==> src/vfr_cfg.svh <==
// Constants of the output and input voltage format register bank.
// Assumes command codes arrive as 16 bits from the PMBus command engine.
`ifndef VFR_CFG_SVH
`define VFR_CFG_SVH

// ------------------------------------------------------------
// Command codes
// ------------------------------------------------------------
`define VFR_CMD_CAPABILITY 16'h0019
`define VFR_CMD_OUT_FORMAT 16'h0020
`define VFR_CMD_OUT_SETPOINT 16'h0021
`define VFR_CMD_LOOP_SCALE 16'h0029
`define VFR_CMD_MON_SCALE 16'h002a
`define VFR_CMD_VIN_START 16'h0035
`define VFR_CMD_VIN_STOP 16'h0036
`define VFR_CMD_VIN_EXP 16'hfe39

// ------------------------------------------------------------
// Field positions
// ------------------------------------------------------------
`define VFR_F_FMT_MODE 7:5
`define VFR_F_FMT_EXP 2:0
`define VFR_F_SET_MANT 11:0
`define VFR_F_SCL_EXP 13:11
`define VFR_F_SCL_MANT 9:0
`define VFR_F_VIN_EXP 15:11
`define VFR_F_VIN_MANT 10:0
`define VFR_F_VINEXP_SRC 5:3
`define VFR_F_CAP_BYTE 7:0

// ------------------------------------------------------------
// Fixed read values and reset values
// ------------------------------------------------------------
`define VFR_MODE_LINEAR 3'h0
`define VFR_CAP_VALUE 8'h20
`define VFR_RST_EXP3 3'h0
`define VFR_RST_SET_MANT 12'h000
`define VFR_RST_SCL_MANT 10'h000
`define VFR_RST_VIN_MANT 11'h000
`define VFR_ZERO16 16'h0000

`endif

==> src/vfr_pkg.sv <==
// Types shared by the voltage format register bank.
// Assumes vfr_cfg.svh holds the numeric constants.
package vfr_pkg;

  // Exponent and mantissa of the output setpoint
  typedef struct packed {
    logic [2:0] exp;
    logic [11:0] mant;
  } vfr_setpoint_t;

  // Exponent and mantissa of a scale factor
  typedef struct packed {
    logic [2:0] exp;
    logic [9:0] mant;
  } vfr_scale_t;

  typedef enum logic [0:0] {
    VFR_HALT = 1'b0,
    VFR_RUN = 1'b1
  } vfr_conv_t;

endpackage : vfr_pkg

==> src/vfr_voltage_format_regs.sv <==
// Voltage format register bank behind the PMBus command engine.
// Assumes a command engine on CLK delivers one-cycle read/write strobes with a 16-bit
// command code; VIN_MEAS is an in-domain linear mantissa sharing the input exponent.
// Functional notes
// - Capability bit 4 always reads 0; no alert pin or alert protocol.
// - Output format mode bits [7:5] are read-only, fixed to linear.
// - Output format bits [2:0] hold a writable signed output-voltage exponent.
// - Output setpoint bits [15:12] are read-only and read 0000.
// - Output setpoint bits [11:0] hold a writable mantissa using the output exponent.
// - Writing the setpoint sets the regulation target voltage.
// - Loop scale bits [13:11] hold a writable signed exponent for K.
// - Loop scale bits [9:0] hold a writable mantissa; bit 10 reads zero.
// - Monitor scale: [15:14] read-only, [13:11] exponent, bit 10 zero, [9:0] mantissa.
// - Start threshold [15:11] mirrors the input exponent from 0xFE39 bits [5:3].
// - Start threshold holds a writable 11-bit mantissa in [10:8] and [7:0].
// - Conversion starts only when measured input voltage reaches the start threshold.
// - Conversion stops when measured input voltage falls to the stop threshold.
// - Stop threshold has the same layout as the start threshold.
`include "vfr_cfg.svh"

module vfr_voltage_format_regs
  import vfr_pkg::*;
(
  input wire logic CLK,
  input wire logic RSTN,
  input wire logic [15:0] CMD,
  input wire logic WR_STB,
  input wire logic [15:0] WR_DATA,
  input wire logic RD_STB,
  output logic [15:0] RD_DATA,
  output logic RD_ACK,
  output logic CMD_ERR,
  input wire logic [10:0] VIN_MEAS,
  output vfr_setpoint_t VOUT_TARGET,
  output vfr_scale_t LOOP_SCALE,
  output vfr_scale_t MONITOR_SCALE_VALUE,
  output logic [2:0] VIN_EXP,
  output logic CONVERT_EN
);

  // ------------------------------------------------------------
  // Command decode
  // ------------------------------------------------------------
  wire hit_cap = (CMD == `VFR_CMD_CAPABILITY);
  wire hit_fmt = (CMD == `VFR_CMD_OUT_FORMAT);
  wire hit_set = (CMD == `VFR_CMD_OUT_SETPOINT);
  wire hit_loop = (CMD == `VFR_CMD_LOOP_SCALE);
  wire hit_mon = (CMD == `VFR_CMD_MON_SCALE);
  wire hit_on = (CMD == `VFR_CMD_VIN_START);
  wire hit_off = (CMD == `VFR_CMD_VIN_STOP);
  wire hit_vexp = (CMD == `VFR_CMD_VIN_EXP);
  wire hit_any = hit_cap | hit_fmt | hit_set | hit_loop | hit_mon | hit_on | hit_off | hit_vexp;

  // Capability is read-only, so a write to it counts as refused
  wire wr_fmt = WR_STB & hit_fmt;
  wire wr_set = WR_STB & hit_set;
  wire wr_loop = WR_STB & hit_loop;
  wire wr_mon = WR_STB & hit_mon;
  wire wr_on = WR_STB & hit_on;
  wire wr_off = WR_STB & hit_off;
  wire wr_vexp = WR_STB & hit_vexp;
  wire wr_ro = WR_STB & hit_cap;
  wire wr_unmapped = WR_STB & ~hit_any;
  wire rd_unmapped = RD_STB & ~hit_any;
  wire bad_cmd = wr_ro | wr_unmapped | rd_unmapped;

  // ------------------------------------------------------------
  // Write fields
  // ------------------------------------------------------------
  // Only writable slices are taken; read-only bits of a write fall away here
  wire [2:0] wd_fmt_exp = WR_DATA[`VFR_F_FMT_EXP];
  wire [11:0] wd_set_mant = WR_DATA[`VFR_F_SET_MANT];
  wire [2:0] wd_scl_exp = WR_DATA[`VFR_F_SCL_EXP];
  wire [9:0] wd_scl_mant = WR_DATA[`VFR_F_SCL_MANT];
  wire [10:0] wd_vin_mant = WR_DATA[`VFR_F_VIN_MANT];
  wire [2:0] wd_vin_exp = WR_DATA[`VFR_F_VINEXP_SRC];

  // ------------------------------------------------------------
  // Storage
  // ------------------------------------------------------------
  logic [2:0] fmt_exp_q;
  logic [11:0] set_mant_q;
  logic [2:0] loop_exp_q;
  logic [9:0] loop_mant_q;
  logic [2:0] mon_exp_q;
  logic [9:0] mon_mant_q;
  logic [10:0] on_mant_q;
  logic [10:0] off_mant_q;
  logic [2:0] vin_exp_q;

  // Only writable fields are captured; everything else is rebuilt on read
  // ------------------------------------------------------------
  // Output voltage format and setpoint
  // ------------------------------------------------------------
  always_ff @(posedge CLK or negedge RSTN) begin
    if (!RSTN) begin
      fmt_exp_q <= `VFR_RST_EXP3;
    end else if (wr_fmt) begin
      fmt_exp_q <= wd_fmt_exp;
    end
  end

  always_ff @(posedge CLK or negedge RSTN) begin
    if (!RSTN) begin
      set_mant_q <= `VFR_RST_SET_MANT;
    end else if (wr_set) begin
      set_mant_q <= wd_set_mant;
    end
  end

  // ------------------------------------------------------------
  // Scale factors
  // ------------------------------------------------------------
  always_ff @(posedge CLK or negedge RSTN) begin
    if (!RSTN) begin
      loop_exp_q <= `VFR_RST_EXP3;
      loop_mant_q <= `VFR_RST_SCL_MANT;
    end else if (wr_loop) begin
      loop_exp_q <= wd_scl_exp;
      loop_mant_q <= wd_scl_mant;
    end
  end

  always_ff @(posedge CLK or negedge RSTN) begin
    if (!RSTN) begin
      mon_exp_q <= `VFR_RST_EXP3;
      mon_mant_q <= `VFR_RST_SCL_MANT;
    end else if (wr_mon) begin
      mon_exp_q <= wd_scl_exp;
      mon_mant_q <= wd_scl_mant;
    end
  end

  // ------------------------------------------------------------
  // Input thresholds and input exponent
  // ------------------------------------------------------------
  always_ff @(posedge CLK or negedge RSTN) begin
    if (!RSTN) begin
      on_mant_q <= `VFR_RST_VIN_MANT;
    end else if (wr_on) begin
      on_mant_q <= wd_vin_mant;
    end
  end

  always_ff @(posedge CLK or negedge RSTN) begin
    if (!RSTN) begin
      off_mant_q <= `VFR_RST_VIN_MANT;
    end else if (wr_off) begin
      off_mant_q <= wd_vin_mant;
    end
  end

  always_ff @(posedge CLK or negedge RSTN) begin
    if (!RSTN) begin
      vin_exp_q <= `VFR_RST_EXP3;
    end else if (wr_vexp) begin
      vin_exp_q <= wd_vin_exp;
    end
  end

  // ------------------------------------------------------------
  // Read view of each register
  // ------------------------------------------------------------
  // Sign-extended so the 5-bit field keeps the value of the 3-bit exponent
  wire [4:0] vin_exp5 = 5'($signed(vin_exp_q));

  logic [15:0] rv_cap;
  logic [15:0] rv_fmt;
  logic [15:0] rv_set;
  logic [15:0] rv_loop;
  logic [15:0] rv_mon;
  logic [15:0] rv_on;
  logic [15:0] rv_off;
  logic [15:0] rv_vexp;

  // Fixed capability byte and output voltage registers
  always_comb begin
    rv_cap = `VFR_ZERO16;
    rv_cap[`VFR_F_CAP_BYTE] = `VFR_CAP_VALUE;
    rv_fmt = `VFR_ZERO16;
    rv_fmt[`VFR_F_FMT_MODE] = `VFR_MODE_LINEAR;
    rv_fmt[`VFR_F_FMT_EXP] = fmt_exp_q;
    rv_set = `VFR_ZERO16;
    rv_set[`VFR_F_SET_MANT] = set_mant_q;
  end

  // Reserved bits of both scale registers read zero
  always_comb begin
    rv_loop = `VFR_ZERO16;
    rv_loop[`VFR_F_SCL_EXP] = loop_exp_q;
    rv_loop[`VFR_F_SCL_MANT] = loop_mant_q;
    rv_mon = `VFR_ZERO16;
    rv_mon[`VFR_F_SCL_EXP] = mon_exp_q;
    rv_mon[`VFR_F_SCL_MANT] = mon_mant_q;
  end

  // Thresholds show the shared input exponent, never a stored copy
  always_comb begin
    rv_on = `VFR_ZERO16;
    rv_on[`VFR_F_VIN_EXP] = vin_exp5;
    rv_on[`VFR_F_VIN_MANT] = on_mant_q;
    rv_off = `VFR_ZERO16;
    rv_off[`VFR_F_VIN_EXP] = vin_exp5;
    rv_off[`VFR_F_VIN_MANT] = off_mant_q;
    rv_vexp = `VFR_ZERO16;
    rv_vexp[`VFR_F_VINEXP_SRC] = vin_exp_q;
  end

  wire [15:0] rd_sel =
    hit_cap ? rv_cap :
    hit_fmt ? rv_fmt :
    hit_set ? rv_set :
    hit_loop ? rv_loop :
    hit_mon ? rv_mon :
    hit_on ? rv_on :
    hit_off ? rv_off :
    hit_vexp ? rv_vexp : `VFR_ZERO16;

  // ------------------------------------------------------------
  // Answer path
  // ------------------------------------------------------------
  logic [15:0] rd_data_q;
  logic rd_ack_q;
  logic cmd_err_q;

  // Read data holds until the next read so a slow engine can shift it out
  always_ff @(posedge CLK or negedge RSTN) begin
    if (!RSTN) begin
      rd_data_q <= `VFR_ZERO16;
    end else if (RD_STB) begin
      rd_data_q <= rd_sel;
    end
  end

  // Acknowledge and error are one-cycle pulses
  always_ff @(posedge CLK or negedge RSTN) begin
    if (!RSTN) begin
      rd_ack_q <= 1'b0;
    end else begin
      rd_ack_q <= RD_STB;
    end
  end

  always_ff @(posedge CLK or negedge RSTN) begin
    if (!RSTN) begin
      cmd_err_q <= 1'b0;
    end else begin
      cmd_err_q <= bad_cmd;
    end
  end

  assign RD_DATA = rd_data_q;
  assign RD_ACK = rd_ack_q;
  assign CMD_ERR = cmd_err_q;

  // ------------------------------------------------------------
  // Targets handed to the control loops
  // ------------------------------------------------------------
  assign VOUT_TARGET = '{exp: fmt_exp_q, mant: set_mant_q};
  assign LOOP_SCALE = '{exp: loop_exp_q, mant: loop_mant_q};
  assign MONITOR_SCALE_VALUE = '{exp: mon_exp_q, mant: mon_mant_q};
  assign VIN_EXP = vin_exp_q;

  // ------------------------------------------------------------
  // Start and stop of power conversion
  // ------------------------------------------------------------
  // Both thresholds share one exponent, so mantissas compare directly.
  // A stop threshold set above the start threshold makes the converter
  // start and stop on alternate cycles; software must keep them apart.
  vfr_conv_t conv_q;
  vfr_conv_t conv_d;

  wire vin_reached_on = (VIN_MEAS >= on_mant_q);
  wire vin_fell_off = (VIN_MEAS <= off_mant_q);

  always_comb begin
    conv_d = conv_q;
    unique case (conv_q)
      VFR_HALT: begin
        if (vin_reached_on) begin
          conv_d = VFR_RUN;
        end
      end
      VFR_RUN: begin
        if (vin_fell_off) begin
          conv_d = VFR_HALT;
        end
      end
    endcase
  end

  always_ff @(posedge CLK or negedge RSTN) begin
    if (!RSTN) begin
      conv_q <= VFR_HALT;
    end else begin
      conv_q <= conv_d;
    end
  end

  assign CONVERT_EN = (conv_q == VFR_RUN);

endmodule : vfr_voltage_format_regs

==> config.mk <==
export PLATFORM = sky130hd
export DESIGN_NAME = vfr_voltage_format_regs
export DESIGN_NICKNAME = d
export VERILOG_FILES = /design/src/vfr_pkg.sv /design/src/vfr_voltage_format_regs.sv
export VERILOG_INCLUDE_DIRS = /design/src
export SDC_FILE = /design/constraint.sdc
export NUM_CORES = 1
export LEC_CHECK = 0
export BUFFER_PORTS_ARGS = -buffer_cell sky130_fd_sc_hd__buf_2
export CAP_MARGIN = 30
export CORE_MARGIN = 2
export CORE_UTILIZATION = 58
export DETAILED_ROUTE_END_ITERATION = 12
export HOLD_SLACK_MARGIN = 0.1
export PLACE_DENSITY_LB_ADDON = 0.15
export REMOVE_ABC_BUFFERS = 1
export SETUP_SLACK_MARGIN = 0.3
export SLEW_MARGIN = 20
export SYNTH_ARGS = -nofsm -noshare
export SYNTH_HDL_FRONTEND = slang
export SYNTH_SLANG_ARGS = --single-unit
==> constraint.sdc <==
create_clock -name CLK -period 4.3 [get_ports CLK]
set_clock_uncertainty 0.1 [all_clocks]
set_input_delay 0.86 -clock CLK [delete_from_list [all_inputs] [get_ports CLK]]
set_output_delay 0.86 -clock CLK [all_outputs]
set_load 0.01 [all_outputs]
# Yosys cells after proc, flatten, opt, wreduce, memory -nomap -nowiden
# Cells that the tools add are included.
word_totals:
  register_bits: 85
  latchBits: 0
  ram_bits: 0
  romBits: 0
  in_bits: 47
  out_inout_bits: 63
  n_memories: 0
classes:
  n_addsub: 0
  n_mul: 0
  n_div: 0
  order_cmp: 2
  n_eq_ne: 8
  shifts: 0
  n_mux: 11
  n_bitwise: 21
  n_reduce_logical: 0
op_table:
  columns: ["operator", "count"]
  rows:
  - ["2-to-1 mux 16 bit", 7]
  - ["== test 16 x 6 -> 1 bit (second input constant)", 6]
  - ["== test 16 bit (second input constant)", 1]
  - ["== test 16 x 5 -> 1 bit (second input constant)", 1]
  - ["greater-or-equal comparator 11 bit", 1]
  - ["<= comparator 11 bit", 1]
  - ["AND 1 bit", 10]
  - ["OR 1 bit", 9]
  - ["2-to-1 mux 6 bit", 1]
  - ["2-to-1 mux 1 bit", 2]
  - ["inverter 1 bit", 2]
  - ["one-hot mux 1 bit (2 select lines)", 1]

# Depth between registers and ports, before layout
# Gate-level depths: netlist (run 1).
logic_depth:
  word_depth: 12
  ltp_mapped: 8
  mapped_depth_nobuf: 8

# Least setup slack after synthesis (run 1)
# OpenSTA, ideal clock, no wires.
synth_timing:
  kind: "input-to-reg"
  from: "input port CMD[3]"
  to: "register rd_data_q[0], in the netlist RD_DATA[0]"
  arrival_time_ns: 2.480
  setup_slack_ns: 1.587
  stages: 7
  n_path_buf: 1
  cell_sequence: "buf_4 and4b_1 nand4_1 nor2_2 mux2_2 a222oi_1 nand3_1"
synth_between:
  elab_chain_cells: 8
  word_cells_on_any_way: 14
synth_lines:
  columns: ["item", "line_no", "source"]
  rows:
  - ["start: declaration", "vfr_voltage_format_regs.sv:26", "input wire logic [15:0] CMD,"]
  - ["== test 16 x 6 -> 1 bit (no line)", null, null]
  - ["2-to-1 mux 16 bit (no line) (6 in a row)", null, null]
  - ["2-to-1 mux 16 bit (no line) *", null, null]
  - ["end signal: assignment", "vfr_voltage_format_regs.sv:229", "rd_data_q <= `VFR_ZERO16;"]
  - ["end signal: assignment", "vfr_voltage_format_regs.sv:231", "rd_data_q <= rd_sel;"]
  - ["end: declaration", "vfr_voltage_format_regs.sv:222", "logic [15:0] rd_data_q;"]
# Every way passes the cells marked *; elsewhere a longest branch is shown, timed or not.
# A chain may end at the register's enable or synchronous reset.

# Worst setup path after layout (run 1)
# Ends and elaborated chain as after synthesis.

==> results.py, run 1 <==
metrics = {
    "outcome": {
        "outcome": "finished clean",
    },
    "clocking": {
        "path_clk_slew_ns": 0.08,
        "holdBufCountCts": 0,
        "cts_resized": 0,
        "clock_path_buffers": 2,
        "cts_inserted_buffers": 9,
        "cts_sinks": 84,
        "clock_latency_ns": 0.35,
        "cts_setup_buffers": 0,
        "ctsRootBufferMaster": "clkbuf_8",
        "cts_tree": "built",
        "htreeDepth": 3,
    },
    "yosys": {
        "ys_seq_area_frac": 0.448,
        "synth_top_area_cell": "dfrtp_1",
        "ys_ff_latch": 84,
        "synth_edf_count": 0,
        "yosysWarnings": 0,
        "synth_cell_type_count": 63,
        "ys.flop_type": "dfrtp_1",
        "synth_cells": 406,
        "avgSynthCellArea_sq_um": 11.6,
        "synth.top_cell.area_share": 0.448,
        "synth.area.top_cells": "dfrtp_1 (45%), mux2_2 (12%), mux2_4 (6.4%)",
        "synth_area_sq_um": 4690,
        "async_flop_share": 1.00,
    },
    "power_and_ir_drop": {
        "p_seq_frac": 0.559,
        "p_sw_frac": 0.257,
        "power_frac_clock": 0.350,
        "p_per_area_nw_per_um2": 262,
        "max-vdd-ir-drop_v": 0.000245,
        "internal-power_uw": 1060,
        "pwr-share-comb": 0.092,
        "p_leak_uw": 0.00276,
        "power_switching_uw": 366,
    },
    "global_routing": {
        "grt_pass1_vias": 3829,
        "grt-ovfl-total": 0,
        "antenna_found_initial": 1,
        "track_usage": 0.287,
        "grt_max_degree": 73,
        "grt_pass1_wl_microns": 19500,
    },
    "worst_setup_path": {
        "path_depth": 7,
        "endpoint_kind": "flip-flop",
        "cpPeakStageDelay_ns": 0.49,
        "arrival_ns": 3.10,
        "start_kind": "input pin",
        "slowest_stage": "nor2_2",
        "reg2reg_depth": 7,
        "path_buf_inv": 1,
        "crit_type": "input pin to flip-flop",
        "critPathTopFamily": "simple AND/OR/NAND/NOR gates",
        "crit_fanout": 18,
        "critPathRequiredTime_ns": 4.42,
        "crit_chain": "buf_2, and4b_1, nand4_1, nor2_2, mux2_2, a222oi_1, nand3_1",
    },
    "detailed_routing": {
        "wl_met1_microns": 4960,
        "postRouteAntennaNets": 0,
        "dr_wl_met2_microns": 5900,
        "dr.first_iter.drc_count": 192,
        "avgRoutedWirePerCell_microns": 19.5,
        "dr_wl_met3_microns": 924,
        "num_vias": 3730,
        "dr.max_layer_used": "met4",
        "via_per_inst": 6.06,
        "wirelength_microns": 12000,
        "first_pass_iters": 5,
        "drc": 0,
    },
    "placed_design": {
        "dp_slack_ns": 0.982,
        "gp_congestion": 0.940,
        "dp_hpwl_microns": 8730,
        "port_buffers": 107,
    },
    "final_layout": {
        "layout_commonest_cell": "buf_2",
        "mostFrequentLayoutCells": "buf_2 (106), dfrtp_1 (84), mux2_2 (48)",
        "antenna_cells": 0,
        "drive_above_1_share": 0.407,
        "fill_cells": 609,
        "area_delta_synth_final_pct": 16.0,
        "nNetsFinal": 579,
    },
    "timing": {
        "min_period_over_period": 0.694,
        "setup_viol": 0,
        "hold_viol": 0,
        "finalSetupTns_ns": 0,
        "fmax_ghz": 0.335,
        "drv_slew": 0,
        "fin_crit_ns": 2.98,
        "setup_ws_ns": 1.32,
        "worst_pin_slew_ns": 0.963,
        "rsz0062_at_grt": "false",
        "slew_headroom": 0.356,
    },
    "floorplanning": {
        "fp.dieW_microns": 93.9,
        "dieHeight_microns": 93.9,
        "coreArea_sq_um": 7770,
        "dieArea_sq_um": 8820,
        "io_pins": 110,
        "initial_core_util": 0.604,
        "rows": 32,
    },
    "hold_path": {
        "min_path_type": "input pin to asynchronous set/reset pin",
    },
    "run": {
        "maxCapViolCount": 0,
    },
}
[area by class of cell]
class	count	area (sq um)	share of cell area
multi-input combinational	274	2350	0.433
sequential	84	2100	0.386
timing repair buffer	110	573	0.105
clock buffer	11	141	0.0260
tap	102	128	0.0235
inverter	31	116	0.0214
clock inverter	4	26.3	0.00483
[logic make-up after synthesis]
family                   share of synthesized area
AO/OA/AOI/OAI                                0.109
adder cells (fa/ha/maj)                     0.0587
buffers and inverters                       0.0501
flip-flops                                   0.448
multiplexers                                 0.195
AND/OR/NAND/NOR                              0.140
[registers in the layout, summed over array words and instances (netlist names)]
register / flops
CMD_ERR: 1
on_mant_q: 11
loop_exp_q: 3
CONVERT_EN: 1
off_mant_q: 11
loop_mant_q: 10
VIN_EXP: 3
RD_ACK: 1
fmt_exp_q: 3
set_mant_q: 12
mon_exp_q: 3
mon_mant_q: 10
RD_DATA: 15
[power groups by stage]
stage / registers (uW) / clock network (uW) / logic [uW]
after floorplan: 814 / 0 / 45.5
after global placement: 813 / 0 / 125
after detailed placement: 813 / 0 / 128
after CTS: 797 / 506 / 128
after global routing: 798 / 536 / 146
final: 797 / 499 / 131
[routing by layer]
layer,GRT usage,vias up
li1,-,1702
met1,0.378,1828
met2,0.479,175
met3,0.0465,25
met4,0.105,0
met5,0,-
[cells in the mapped netlist (4+ instances only)]
master	count
mux2_4	20
buf_2	7
a222oi_1	4
nand2b_1	4
a31oi_1	4
nor4_1	4
nand3_1	12
nor3_1	11
o21ai_0	12
o211ai_1	4
nand2_1	16
dfrtp_1	84
ha_1	22
nor2b_1	11
mux2i_1	5
a21oi_1	17
inv_1	31
mux2_2	48
nand4_1	4
nor2_1	13
o22ai_1	8
[path summary, 6_finish.rpt]
kind | endpoint | from | slack [ns]
worst max-delay path | RD_DATA[0] | CMD[3] | 1.32
worst min-delay path | mon_mant_q[5] | RSTN | 0.36
worst max register to register | CONVERT_EN | on_mant_q[0] | 2.51
worst min register to register | RD_DATA[0] | RD_DATA[0] | 0.41
max in group asynchronous | on_mant_q[0] | RSTN | 2.93
min in group CLK | RD_DATA[0] | RD_DATA[0] | 0.41
[worst reg2reg max path: cells and delay by family, from the launching register on]
family / cells / cell delay (ns)
compound gates: 3 / 0.58
simple gates: 3 / 0.33
fa+ha+maj: 1 / 0.27
flops: 1 / 0.40
[through the flow]
stage / cells / instance area (sq um) / hold slack (ns) / total power (uW) / util
after floorplan: 389 / 4570 / 0.379 / 860 / -
after global placement: 600 / 5250 / 0.387 / 938 / 0.676
after detailed placement: 600 / 5250 / 0.391 / 941 / 0.676
after CTS: 615 / 5420 / 0.414 / 1430 / 0.698
after global routing: 616 / 5440 / 0.390 / 1480 / 0.700
final: 616 / 5440 / 0.359 / 1430 / 0.700
Power figures use the tool's default switching activity.
==> inputs of run 2 (changes only) <==
--- a/config.mk
+++ b/config.mk
@@ -9,7 +9,7 @@
 export BUFFER_PORTS_ARGS = -buffer_cell sky130_fd_sc_hd__buf_2
 export CAP_MARGIN = 30
 export CORE_MARGIN = 2
-export CORE_UTILIZATION = 58
+export CORE_UTILIZATION = 49
 export DETAILED_ROUTE_END_ITERATION = 12
 export HOLD_SLACK_MARGIN = 0.1
 export PLACE_DENSITY_LB_ADDON = 0.15
==> constraint.sdc (replaced) <==
create_clock -name CLK -period 2.6 [get_ports CLK]
set_clock_uncertainty 0.1 [all_clocks]
set_input_delay 0.52 -clock CLK [delete_from_list [all_inputs] [get_ports CLK]]
set_output_delay 0.52 -clock CLK [all_outputs]
set_load 0.01 [all_outputs]
==> run 2 against run 1 <==
- non-clock buffer count grew 24
- largest cell class unchanged
- via count grew 1.1%
- combinational power grew 76%
- sequential share of layout area shrank 1.6 points
- final cell count grew 8.4%
- flip-flop and latch count is the same
- sequential power grew 66%
- first-iteration DRC count grew 10%
- cell area grew 4.3%
- hold slack lost 0.049 ns
- register-to-register slack lost 1.8 ns
- die area grew 18%
==> results.py, run 2 (synthesized netlist as in run 1, its figures left out) <==
metrics = {
    "outcome": {
        "outcome": "finished clean",
    },
    "worst_setup_path": {
        "start_kind": "input pin",
        "endpoint_kind": "flip-flop",
        "crit_fanout": 12,
        "timing.rr.end": "CONVERT_EN",
        "reg2reg_from": "on_mant_q[10]",
        "crit_type": "input pin to flip-flop",
        "critPathRequiredTime_ns": 2.74,
        "arrival_ns": 2.36,
        "reg2reg_depth": 6,
        "reg2reg_slack_ns": 0.70,
    },
    "detailed_routing": {
        "postRouteAntennaNets": 0,
        "first_pass_iters": 5,
        "wl_met1_microns": 5940,
        "via_per_inst": 5.64,
        "dr.first_iter.drc_count": 212,
        "num_vias": 3770,
        "wirelength_microns": 13100,
        "drc": 0,
        "dr_wl_met2_microns": 6320,
        "avgRoutedWirePerCell_microns": 19.6,
        "dr.max_layer_used": "met4",
        "dr_wl_met3_microns": 687,
    },
    "hold_path": {
        "hold_depth": 2,
        "hold_end": "loop_exp_q[1]",
        "hold_start": "WR_DATA[12]",
        "min_path_type": "input pin to flip-flop",
    },
    "floorplanning": {
        "io_pins": 110,
        "initial_core_util": 0.505,
        "rows": 35,
        "dieArea_sq_um": 10400,
        "dieHeight_microns": 102,
        "fp.dieW_microns": 102,
        "coreArea_sq_um": 9280,
    },
    "global_routing": {
        "antenna_found_initial": 0,
        "grt_max_degree": 57,
        "grt-ovfl-total": 0,
        "track_usage": 0.261,
        "grt_pass1_vias": 3885,
        "grt_pass1_wl_microns": 20500,
    },
    "timing": {
        "slew_headroom": 0.546,
        "rsz0062_at_grt": "false",
        "worst_pin_slew_ns": 0.664,
        "fmax_ghz": 0.450,
        "hold_viol": 0,
        "setup_ws_ns": 0.379,
        "fin_crit_ns": 2.22,
        "hold_ws_ns": 0.310,
        "min_period_over_period": 0.854,
        "drv_slew": 0,
        "setup_viol": 0,
        "finalSetupTns_ns": 0,
    },
    "clocking": {
        "cts_sinks": 84,
        "cts_tree": "built",
        "clock_latency_ns": 0.35,
        "ctsRootBufferMaster": "clkbuf_8",
        "cts_inserted_buffers": 9,
        "clock_path_buffers": 2,
        "path_clk_slew_ns": 0.09,
        "htreeDepth": 3,
    },
    "final_layout": {
        "layout_commonest_cell": "buf_2",
        "instances_no_fill": 668,
        "mostFrequentLayoutCells": "buf_2 (106), dfrtp_1 (84), mux2_2 (48)",
        "drive_above_1_share": 0.432,
        "nNetsFinal": 603,
        "largest_register_ffs": 15,
        "antenna_cells": 0,
        "area_delta_synth_final_pct": 21.0,
    },
    "power_and_ir_drop": {
        "total_power_uw": 2410,
        "p_leak_uw": 0.00288,
        "max-vdd-ir-drop_v": 0.000302,
        "p_per_area_nw_per_um2": 425,
    },
    "run": {
        "maxCapViolCount": 0,
    },
    "placed_design": {
        "dp_hpwl_microns": 9800,
        "dp.cells": 651,
        "gp_congestion": 0.943,
        "port_buffers": 107,
        "dp_slack_ns": 0.0433,
    },
}
-- run 2: cell types whose count changed in the layout (fill, tap and decap cells not counted), sizes merged --
cell | previous run | this run
buf | 110 | 133
clkbuf | 11 | 10
clkinv | 3 | 2
clkinvlp | 1 | 2
dlygate4sd3 | 0 | 1
inv | 31 | 33
-- run 2: worst max path at each step --
stage                     slack [ns]  cells after the start     from       endpoint
final                           0.38                      7  CMD[15]  set_mant_q[4]
after floorplan                 0.04                      5  CMD[15]  loop_exp_q[2]
after CTS                       0.41                      7  CMD[15]  set_mant_q[4]
after detailed placement        0.04                      7  CMD[15]  set_mant_q[5]
after global placement          0.07                      7  CMD[15]  set_mant_q[9]
after global routing            0.31                      7  CMD[15]  set_mant_q[4]
-- run 2: report_power, final --
| part | leakage, uW | internal, uW | switching [uW] |
|---|---|---|---|
| clock network | 0.0000833 | 355 | 509 |
| logic | 0.00163 | 83.9 | 146 |
| registers | 0.00116 | 1310 | 7.10 |
| total | 0.00288 | 1750 | 662 |
-- run 2: per-layer routing --
layer,vias up,global-route usage
met1,1859,0.361
met5,-,0
met2,144,0.427
met4,0,0.0708
met3,18,0.0458
li1,1749,-
-- run 2: critical path, cell delays in order --
cell     delay [ns]
buf_2          0.13
nor4_4         0.41
and4b_2        0.34
nand2_2        0.10
nor3_4         0.15
and2_4         0.34
mux2_2         0.37
-- run 2: final cells by class --
cell class | count | area [sq um]
Tap cell | 129 | 161
Clock buffer | 10 | 128
Fill cell | 820 | 3610
Timing Repair Buffer | 134 | 768
Inverter | 31 | 116
Sequential cell | 84 | 2100
Clock inverter | 6 | 46.3
Multi-Input combinational cell | 274 | 2350
-- run 2: metrics by stage --
| stage | utilization | area (sq um) |
|---|---|---|
| 2_1_floorplan | - | 4570 |
| 3_3_place_gp | 0.592 | 5490 |
| 3_5_place_dp | 0.592 | 5490 |
| 4_1_cts | 0.611 | 5680 |
| 5_1_grt | 0.611 | 5680 |
| 6_report | 0.611 | 5680 |
-- run 2: repair_timing --
action                    CTS  global route
hold endpoints to repair   28             0
resized for setup           0             0
setup buffers               0             0
hold buffers                1             0
